`config.mk`:
```
export PLATFORM = sky130hd
export DESIGN_NAME = tps_top
export DESIGN_NICKNAME = d
export VERILOG_FILES = /design/src/rtl/tps_pkg.sv /design/src/rtl/tps_flag_if.sv /design/src/rtl/tps_event_flags.sv /design/src/rtl/tps_ack_queue.sv /design/src/rtl/tps_top.sv
export VERILOG_INCLUDE_DIRS = /design/src /design/src/rtl
export SDC_FILE = /design/constraint.sdc
export NUM_CORES = 1
export LEC_CHECK = 0
export BUFFER_PORTS_ARGS = -buffer_cell sky130_fd_sc_hd__buf_2
export CORE_ASPECT_RATIO = 0.9
export CORE_UTILIZATION = 54
export DETAILED_ROUTE_END_ITERATION = 12
export PLACE_DENSITY = 0.88
export SYNTH_ARGS = -nofsm -noshare
export SYNTH_HDL_FRONTEND = slang
export SYNTH_SLANG_ARGS = --single-unit
```
`constraint.sdc`:
```
create_clock -name clock -period 12.4 [get_ports clock]
set_input_delay 2.48 -clock clock [delete_from_list [all_inputs] [get_ports clock]]
set_output_delay 2.48 -clock clock [all_outputs]
set_load 0.05 [all_outputs]
```
`src/rtl/tps_defines.svh`:
```
// Offsets, bit positions, reset values and sizes of the transmit path status block
`ifndef TPS_DEFINES_SVH
`define TPS_DEFINES_SVH

// Register byte offsets on the APB window
`define TPS_OFF_CTRL 12'h240
`define TPS_OFF_STAT 12'h244
`define TPS_OFF_FLAGS 12'h248
`define TPS_OFF_EN 12'h24C
`define TPS_OFF_CFG 12'h250

// Reset values
`define TPS_RETRY_RST 8'hFF
`define TPS_WORD_ZERO 32'h0000_0000

// Control register fields
`define TPS_ACKFLUSH_BIT 16
`define TPS_RETRY_MSB 7

// Status register fields
`define TPS_VIDSEL_BIT 29
`define TPS_ACKERR_BIT 28
`define TPS_CODE_LSB 24
`define TPS_NODE_LSB 16
`define TPS_PKT_LSB 8
`define TPS_TCODE_LSB 4

// Event flag field, bits 27:23 of the flag and enable registers
`define TPS_NFLAGS 5
`define TPS_FLAG_LSB 23
`define TPS_FLAG_MSB 27

// Sizes
`define TPS_ACKQ_DEPTH 4
`define TPS_NBUF 8
`define TPS_MAX_VIDEO 5'h02

`endif

```
`src/rtl/tps_pkg.sv`:
```
// Types shared by the transmit path status block
package tps_pkg;
    typedef logic [31:0] tps_word_t;
    typedef logic [3:0] tps_ack_t;
    typedef logic [7:0] tps_bufsel_t;

    // Acknowledge codes that do not mean failure
    typedef enum logic [3:0] {
        TPS_ACK_COMPLETE = 4'h1,
        TPS_ACK_PENDING = 4'h2,
        TPS_ACK_BUSY_X = 4'h4,
        TPS_ACK_BUSY_A = 4'h5,
        TPS_ACK_BUSY_B = 4'h6
    } tps_ack_ok_t;

    // Index of each event inside the five-bit flag vector
    typedef enum logic [2:0] {
        TPS_FL_FLUSH0 = 3'b000,
        TPS_FL_ISO = 3'b001,
        TPS_FL_ACKRX = 3'b010,
        TPS_FL_LOST = 3'b011,
        TPS_FL_ASYNC = 3'b100
    } tps_flag_idx_t;
endpackage

```
`src/rtl/tps_flag_if.sv`:
```
// Set, clear and state of the sticky event flags
`timescale 1ns/10ps
`include "tps_defines.svh"
interface tps_flag_if;
    logic [`TPS_NFLAGS-1:0] set;
    logic [`TPS_NFLAGS-1:0] clr;
    logic [`TPS_NFLAGS-1:0] flags;
    modport ctl (output set, output clr, input flags);
    modport flg (input set, input clr, output flags);
endinterface

```
`src/rtl/tps_event_flags.sv`:
```
// Sticky event flags, set by hardware, cleared by software
`timescale 1ns/10ps
`include "tps_defines.svh"
module tps_event_flags (
    // Clock and reset
    input wire logic clock,
    input wire logic rst,
    // Flag traffic
    tps_flag_if.flg fl
);
    import tps_pkg::*;

    logic [`TPS_NFLAGS-1:0] flags_q;

    genvar i;
    generate
        for (i = 0; i < `TPS_NFLAGS; i++) begin : g_flag
            // Set beats clear so an event in the clearing cycle is kept
            always_ff @(posedge clock) begin
                if (rst) begin
                    flags_q[i] <= 1'b0;
                end else if (fl.set[i]) begin
                    flags_q[i] <= 1'b1;
                end else if (fl.clr[i]) begin
                    flags_q[i] <= 1'b0;
                end
            end
        end
    endgenerate

    assign fl.flags = flags_q;
endmodule

```
`src/rtl/tps_ack_queue.sv`:
```
// Acknowledge queue: code storage, occupancy count, flush and overrun
`timescale 1ns/10ps
`include "tps_defines.svh"
module tps_ack_queue (
    // Clock and reset
    input wire logic clock,
    input wire logic rst,
    // Producer side
    input wire logic push,
    input wire tps_pkg::tps_ack_t push_code,
    input wire logic flush,
    // Consumer side
    input wire logic pop,
    output tps_pkg::tps_ack_t head_code,
    output logic [2:0] count,
    output logic overrun
);
    import tps_pkg::*;

    tps_ack_t mem_q [`TPS_ACKQ_DEPTH];
    logic [1:0] wr_q;
    logic [1:0] rd_q;
    logic [2:0] cnt_q;
    logic full;
    logic empty;
    logic do_push;
    logic do_pop;

    assign full = (cnt_q == 3'(`TPS_ACKQ_DEPTH));
    assign empty = (cnt_q == 3'h0);
    // Pop first so a push into a full queue with a pop in the same cycle fits
    assign do_pop = pop && !empty;
    assign do_push = push && (!full || do_pop);
    assign overrun = push && full && !do_pop && !flush;

    genvar e;
    generate
        for (e = 0; e < `TPS_ACKQ_DEPTH; e++) begin : g_entry
            always_ff @(posedge clock) begin
                if (rst) begin
                    mem_q[e] <= 4'h0;
                end else if (do_push && !flush && wr_q == 2'(e)) begin
                    mem_q[e] <= push_code;
                end
            end
        end
    endgenerate

    always_ff @(posedge clock) begin
        if (rst || flush) begin
            wr_q <= 2'h0;
            rd_q <= 2'h0;
            cnt_q <= 3'h0;
        end else begin
            if (do_push) begin
                wr_q <= wr_q + 2'h1;
            end
            if (do_pop) begin
                rd_q <= rd_q + 2'h1;
            end
            cnt_q <= cnt_q + 3'(do_push) - 3'(do_pop);
        end
    end

    assign head_code = mem_q[rd_q];
    assign count = cnt_q;
endmodule

```
`src/rtl/tps_top.sv`:
```
// Transmit path status, event flags and their APB register window
// How it works
// - Flag bit 29 when a buffer feeds both videos or over two paths are selected.
// - Flag bit 28 when a returned acknowledge code signals failure.
// - Bits 27:24 show the acknowledge code the receiving node returned.
// - Streaming and broadcast packets get an internal ack-complete code unless a real acknowledge arrives in the same cycle.
// - Bits 21:16 show the destination node; meaningless for streaming packets.
// - Bits 15:8 show packet identification taken from the first header quadlet.
// - Bits 7:4 show the transmitted packet's tCode, read only.
// - Bits 2:0 count acknowledges held in the acknowledge queue.
// - Reserved bits ignore writes and read as zero.
// - Bit 27 flags retry exhaustion, error acknowledge or illegal async tCode.
// - Bit 26 flags an acknowledge queue overrun.
// - Bit 25 flags each acknowledge written into the queue.
// - Interrupt rises when any flag and its enable are both set.
// - Bit 24 flags an iso illegal tCode or a length mismatch.
// - Bit 23 flags a buffer-0 error flush, only with flush-on-error enabled.
// - Retry limit sits in control bits 7:0 and resets to all ones.
// - Writing one to control bit 16 empties the queue; it self clears.
//
// The APB slave port was left to the implementer.
`timescale 1ns/10ps
`include "tps_defines.svh"
module tps_top (
    // Clock and reset
    input wire logic clock,
    input wire logic rst,
    // APB slave
    input wire logic psel,
    input wire logic penable,
    input wire logic pwrite,
    input wire logic [11:0] paddr,
    input wire tps_pkg::tps_word_t pwdata,
    output tps_pkg::tps_word_t prdata_q,
    output logic pready_q,
    output logic pslverr_q,
    // Interrupt
    output logic irq_q,
    // Transmit engine: packet done
    input wire logic tx_done,
    input wire tps_pkg::tps_word_t tx_header,
    input wire logic tx_no_ack,
    // Transmit engine: acknowledges
    input wire logic ack_valid,
    input wire tps_pkg::tps_ack_t ack_code,
    input wire logic ack_pop,
    output tps_pkg::tps_ack_t ack_head_q,
    // Transmit engine: retries and errors
    input wire logic retry_attempt,
    input wire logic [7:0] retry_num,
    input wire logic async_bad_tcode,
    input wire logic iso_bad_tcode,
    input wire logic iso_len_mismatch,
    input wire logic buf0_err_flush,
    output logic [7:0] async_retry_limit_q,
    output logic flush_on_error_enable_q,
    // Video path selection
    input wire tps_pkg::tps_bufsel_t vid_sel_a,
    input wire tps_pkg::tps_bufsel_t vid_sel_b
);
    import tps_pkg::*;

    ////////////////////////////////////////////////////////////////////////
    // Declarations

    tps_flag_if fl ();

    logic acc;
    logic wr;
    logic rd;
    logic mapped;
    tps_word_t rd_mux;
    logic [`TPS_NFLAGS-1:0] en_q;
    logic ack_flush_q;
    logic vid_conflict_q;
    logic ack_err_q;
    tps_ack_t ack_code_q;
    logic [5:0] node_q;
    logic [7:0] packet_ident_field_q;
    logic [3:0] tcode_q;
    logic q_push;
    tps_ack_t q_code;
    tps_ack_t q_head;
    logic [2:0] q_count;
    logic q_overrun;
    logic vid_conflict;
    logic push_err;
    logic retry_done;
    tps_word_t status_word;

    function automatic logic [4:0] tps_popcount(input tps_bufsel_t v);
        logic [4:0] n;
        n = 5'h00;
        for (int b = 0; b < `TPS_NBUF; b++) begin
            n = n + 5'(v[b]);
        end
        return n;
    endfunction

    function automatic logic tps_ack_bad(input tps_ack_t c);
        return !(c inside {TPS_ACK_COMPLETE, TPS_ACK_PENDING, TPS_ACK_BUSY_X,
                           TPS_ACK_BUSY_A, TPS_ACK_BUSY_B});
    endfunction

    ////////////////////////////////////////////////////////////////////////
    // APB slave: one wait state, answer in the second access cycle

    assign acc = psel && penable && pready_q;
    assign wr = acc && pwrite;
    assign rd = acc && !pwrite;
    assign mapped = paddr inside {`TPS_OFF_CTRL, `TPS_OFF_STAT, `TPS_OFF_FLAGS,
                                  `TPS_OFF_EN, `TPS_OFF_CFG};

    always_ff @(posedge clock) begin
        if (rst) begin
            pready_q <= 1'b0;
            pslverr_q <= 1'b0;
            prdata_q <= `TPS_WORD_ZERO;
        end else begin
            pready_q <= psel && penable && !pready_q;
            pslverr_q <= psel && penable && !pready_q && !mapped;
            prdata_q <= (psel && penable && !pready_q && !pwrite) ? rd_mux : `TPS_WORD_ZERO;
        end
    end

    // Unlisted and reserved bits read as zero
    always_comb begin
        rd_mux = `TPS_WORD_ZERO;
        unique case (paddr)
            `TPS_OFF_CTRL: begin
                rd_mux[`TPS_RETRY_MSB:0] = async_retry_limit_q;
            end
            `TPS_OFF_STAT: begin
                rd_mux = status_word;
            end
            `TPS_OFF_FLAGS: begin
                rd_mux[`TPS_FLAG_MSB:`TPS_FLAG_LSB] = fl.flags;
            end
            `TPS_OFF_EN: begin
                rd_mux[`TPS_FLAG_MSB:`TPS_FLAG_LSB] = en_q;
            end
            `TPS_OFF_CFG: begin
                rd_mux[0] = flush_on_error_enable_q;
            end
            default: begin
                rd_mux = `TPS_WORD_ZERO;
            end
        endcase
    end

    ////////////////////////////////////////////////////////////////////////
    // Software-written registers

    always_ff @(posedge clock) begin
        if (rst) begin
            async_retry_limit_q <= `TPS_RETRY_RST;
        end else if (wr && paddr == `TPS_OFF_CTRL) begin
            async_retry_limit_q <= pwdata[`TPS_RETRY_MSB:0];
        end
    end

    // Flush strobe lives one cycle and always reads back as zero
    always_ff @(posedge clock) begin
        if (rst) begin
            ack_flush_q <= 1'b0;
        end else begin
            ack_flush_q <= wr && paddr == `TPS_OFF_CTRL && pwdata[`TPS_ACKFLUSH_BIT];
        end
    end

    always_ff @(posedge clock) begin
        if (rst) begin
            en_q <= '0;
            flush_on_error_enable_q <= 1'b0;
        end else if (wr && paddr == `TPS_OFF_EN) begin
            en_q <= pwdata[`TPS_FLAG_MSB:`TPS_FLAG_LSB];
        end else if (wr && paddr == `TPS_OFF_CFG) begin
            flush_on_error_enable_q <= pwdata[0];
        end
    end

    ////////////////////////////////////////////////////////////////////////
    // Acknowledge queue

    // A real acknowledge wins over an internal one in the same cycle
    assign q_push = ack_valid || (tx_done && tx_no_ack);
    assign q_code = ack_valid ? ack_code : TPS_ACK_COMPLETE;

    tps_ack_queue u_ackq (
        .clock(clock),
        .rst(rst),
        .push(q_push),
        .push_code(q_code),
        .flush(ack_flush_q),
        .pop(ack_pop),
        .head_code(q_head),
        .count(q_count),
        .overrun(q_overrun)
    );

    always_ff @(posedge clock) begin
        if (rst) begin
            ack_head_q <= 4'h0;
        end else begin
            ack_head_q <= q_head;
        end
    end

    ////////////////////////////////////////////////////////////////////////
    // Status capture

    assign vid_conflict = (|(vid_sel_a & vid_sel_b))
        || ((tps_popcount(vid_sel_a) + tps_popcount(vid_sel_b)) > `TPS_MAX_VIDEO);
    assign push_err = q_push && tps_ack_bad(q_code);

    always_ff @(posedge clock) begin
        if (rst) begin
            vid_conflict_q <= 1'b0;
        end else begin
            vid_conflict_q <= vid_conflict;
        end
    end

    // Code and error bit follow the most recent acknowledge
    always_ff @(posedge clock) begin
        if (rst) begin
            ack_code_q <= 4'h0;
            ack_err_q <= 1'b0;
        end else if (q_push) begin
            ack_code_q <= q_code;
            ack_err_q <= push_err;
        end
    end

    // Streaming packets carry no destination node there, so the node field is meaningless for them
    always_ff @(posedge clock) begin
        if (rst) begin
            node_q <= 6'h00;
            packet_ident_field_q <= 8'h00;
            tcode_q <= 4'h0;
        end else if (tx_done) begin
            node_q <= tx_header[21:16];
            packet_ident_field_q <= tx_header[15:8];
            tcode_q <= tx_header[7:4];
        end
    end

    always_comb begin
        status_word = `TPS_WORD_ZERO;
        status_word[`TPS_VIDSEL_BIT] = vid_conflict_q;
        status_word[`TPS_ACKERR_BIT] = ack_err_q;
        status_word[`TPS_CODE_LSB+:4] = ack_code_q;
        status_word[`TPS_NODE_LSB+:6] = node_q;
        status_word[`TPS_PKT_LSB+:8] = packet_ident_field_q;
        status_word[`TPS_TCODE_LSB+:4] = tcode_q;
        status_word[2:0] = q_count;
    end

    ////////////////////////////////////////////////////////////////////////
    // Event flags and interrupt

    assign retry_done = retry_attempt && (retry_num >= async_retry_limit_q);

    always_comb begin
        fl.set = '0;
        fl.set[TPS_FL_ASYNC] = retry_done || push_err || async_bad_tcode;
        fl.set[TPS_FL_LOST] = q_overrun;
        fl.set[TPS_FL_ACKRX] = q_push && !q_overrun;
        fl.set[TPS_FL_ISO] = iso_bad_tcode || iso_len_mismatch;
        fl.set[TPS_FL_FLUSH0] = buf0_err_flush && flush_on_error_enable_q;
    end

    // Clear only what the read returned, so a flag set after sampling survives
    always_comb begin
        fl.clr = '0;
        if (rd && paddr == `TPS_OFF_FLAGS) begin
            fl.clr = prdata_q[`TPS_FLAG_MSB:`TPS_FLAG_LSB];
        end else if (wr && paddr == `TPS_OFF_FLAGS) begin
            fl.clr = pwdata[`TPS_FLAG_MSB:`TPS_FLAG_LSB];
        end
    end

    tps_event_flags u_flags (
        .clock(clock),
        .rst(rst),
        .fl(fl)
    );

    always_ff @(posedge clock) begin
        if (rst) begin
            irq_q <= 1'b0;
        end else begin
            irq_q <= |(fl.flags & en_q);
        end
    end
endmodule

```
==> run metrics <==
# diodes=0; H-tree depth=3; share of the synthesized area in the top cell type=a little under two fifths; Max Fanout on Critical Path=2; Slew @ Worst Pin=approximately 760 ps; Setup Buffers After CTS=0; All-Layer GR Usage=between 20% and 30%; met3 usage=roughly 6.0%; post-synth top area cell=dfxtp_1; Seq/Total Area, Yosys=between 40% and 50%; Buffers on Ports=between 100 and 150; critical path arrival=just under 6000 ps; Critical Path Start Type=primary input; commonest non-fill, non-tap cells in the layout=buf_2 (130), dfxtp_1 (87), nor2_1 (67); Routed Wire Length=10310 microns; status=finished, final reports clean; post-synthesis compound-gate area fraction=about 7.3%; commonest non-fill, non-tap cell in the layout=buf_2; Leak=roughly 2.7 nW; layout cells sized above 1=approximately 28%; max-slew violations=0; clock latency on the worst-skew pair=370 ps; Die ar.=between 9000 and 10000 sq um; largest family of logic cells by synthesized area=simple AND/OR/NAND/NOR gates; Worst slew margin=about half; final setup fails=0; synthesized area=approximately 4700 sq um; worst hold path class=flip-flop to flip-flop; Synth cell types=59; Final Hold Fails=0; die height=between 90 and 100 microns; simple-gate share of the synthesized area=17.61%; clock sinks=103; via/cell ratio=5.201; I/O pin cnt=approximately 170; Post-Synth XOR/XNOR Area=0.9311%; Syn. warnings=0; # DRC=0; total CTS buffers=9; Post-synth ARST share=0%; max cap viols=0; number of global-route vias before repair=3591; syn avg cell area=10.18 sq um; global-route wire length before repair=about 17000 microns; crit path capture type=flip-flop; vias=3667; DP Wirelength=8037 microns; EDFF count, synth=16; cts repair resizes=0; DRT iter0 DRCs=177; DRT Pass-1 Iters=4; Initial Utilization=~57%; CTS tree=built; clock root cell=clkbuf_8; cells after synthesis=between 400 and 500; hold-fix buffers at CTS=0; die span in x=around 100 microns; crit share post-route=44.89%; WS Path Type=primary input to flip-flop; gpl congestion=just over 0.8; Synth Flop Type=dfxtp_1; detailed-route wire length per cell=14.62 microns; Nets=733; Synth Area in Adders=a little under 10%; CTS max path bufs=2; met2 Usage GRT=a little over two fifths; row cnt=31; synth-to-layout area growth=18.20%; hold path start=vid_conflict_q$_SDFF_PP0_; antenna violations before repair=0; core area=approximately 8300 sq um; multiplexer area fraction after synthesis=approximately a tenth; reg-to-reg endpoint=u_ackq.count[2]$_SDFF_PP0_; pin count of the biggest net entering global routing=between 40 and 50; unrepaired setup endpoints after global routing=no; WHS Path Cells=1; origin of the critical flop-to-flop path=u_ackq.count[1]$_SDFF_PP0_; Design Power=0.7525 mW; most used routing layer in global routing=met2; R2R setup slack=between 10000 and 15000 ps; Worst-path clk slew=around 100 ps; GRT Residual Overflow=0; clk_skew=12.37 ps; met1 Usage GRT=around 29%; CP Data Required Time=roughly 13000 ps; synthesized flop and latch total=slightly above 100; Max Clk Rate=~180 MHz; Hold Path Sink=prdata_q[29]$_SDFF_PP0_; R2R cell count=9; fin crit period=5566 ps; Max IR drop VDD=0.06882 mV; main area contributors after synthesis=dfxtp_1 (37%), edfxtp_1 (10%), mux2i_1 (8.7%); Power per Cell Area=between 100 and 150 nW/um^2; setup TNS=0 ps; DRT antenna net count=0
==> per-layer routing <==
| layer | up-vias | routed length (microns) |
|---|---|---|
| li1 | 1793 | - |
| met1 | 1715 | 4272 |
| met2 | 147 | 5185 |
| met3 | 12 | 732 |
| met4 | 0 | 116 |
| met5 | - | 0 |
==> sequential cells by signal, indices dropped and copies added (netlist names), 2 cells and up <==
name and flops:
ack_code_q 4, ack_head_q 4, async_retry_limit_q 8, en_q 5
node_q 6, packet_ident_field_q 8, prdata_q 29, tcode_q 4
u_ackq.count 3, u_ackq.mem_q 16, u_ackq.rd_q 2, u_ackq.wr_q 2
u_flags.fl.flags 5
==> final cells by class <==
cell class              instances  area (sq um)
inverters                      46         172.7
repair buffers                130         650.6
multi-input cells             295          2185
clock inverters                 7         61.31
well taps                     115         143.9
flip-flops and latches        103          2222
fillers                       659          2703
clock buffers                   9         123.9
==> kinds of logic after synthesis <==
group / count (synthesis)
compound gates: 50
xor+xnor: 5
fa+ha+maj: 30
buf+inv: 66
flops: 103
mux: 45
other cells: 1
simple gates: 162
==> Yosys cell counts, types with 4 or more instances <==
cell / instances
dfxtp_1: 87
nor2_1: 67
inv_1: 46
mux2i_1: 41
nand2_1: 29
and2_1: 22
ha_1: 19
edfxtp_1: 16
a21oi_1: 14
fa_1: 11
o211ai_1: 9
clkbuf_1: 7
o21ai_0: 7
nor2b_1: 6
buf_4: 5
nand3_1: 5
nor3_1: 5
and3_1: 4
mux4_2: 4
nand4_1: 4
==> where the power goes <==
part           switching (mW)  internal (mW)  total [mW]
Sequential             0.0176          0.363       0.381
Combinational          0.0939         0.0781       0.172
Clock                   0.122         0.0773       0.200
==> worst max-delay path: stages <==
cell and delay [ps]:
buf_2 80, inv_1 60, fa_1 570, fa_1 450, fa_1 500, fa_1 500
inv_1 40, ha_1 200, fa_1 440, nand2_1 60, o21ai_0 70, a221oi_1 220
a31oi_1 110
==> how the worst max path moves through the flow <==
| stage | startpoint | to | slack, ps | cells past startpoint |
|---|---|---|---|---|
| global route | vid_sel_a[0] | vid_conflict_q$_SDFF_PP0_ | 6670 | 13 |
| CTS | vid_sel_a[0] | vid_conflict_q$_SDFF_PP0_ | 6820 | 13 |
| floorplan | vid_sel_a[0] | vid_conflict_q$_SDFF_PP0_ | 6740 | 12 |
| detailed placement | vid_sel_a[0] | vid_conflict_q$_SDFF_PP0_ | 6420 | 13 |
| global placement | vid_sel_a[0] | vid_conflict_q$_SDFF_PP0_ | 6520 | 13 |
| finish | vid_sel_a[0] | vid_conflict_q$_SDFF_PP0_ | 6830 | 13 |
==> metrics by stage <==
stage          util, %  std cells  area [sq um]  hold slack, ps  worst slack (ps)
5_1_grt          67.29        705          5559           477.6              6669
3_5_place_dp     65.05        689          5374           425.3              6423
4_1_cts          67.29        705          5559           451.8              6820
3_3_place_gp     65.05        689          5374           408.6              6516
2_1_floorplan        -        464          4711           405.7              6738
6_report         67.29        705          5559           446.1              6834
(Power assumes the default switching activity.)
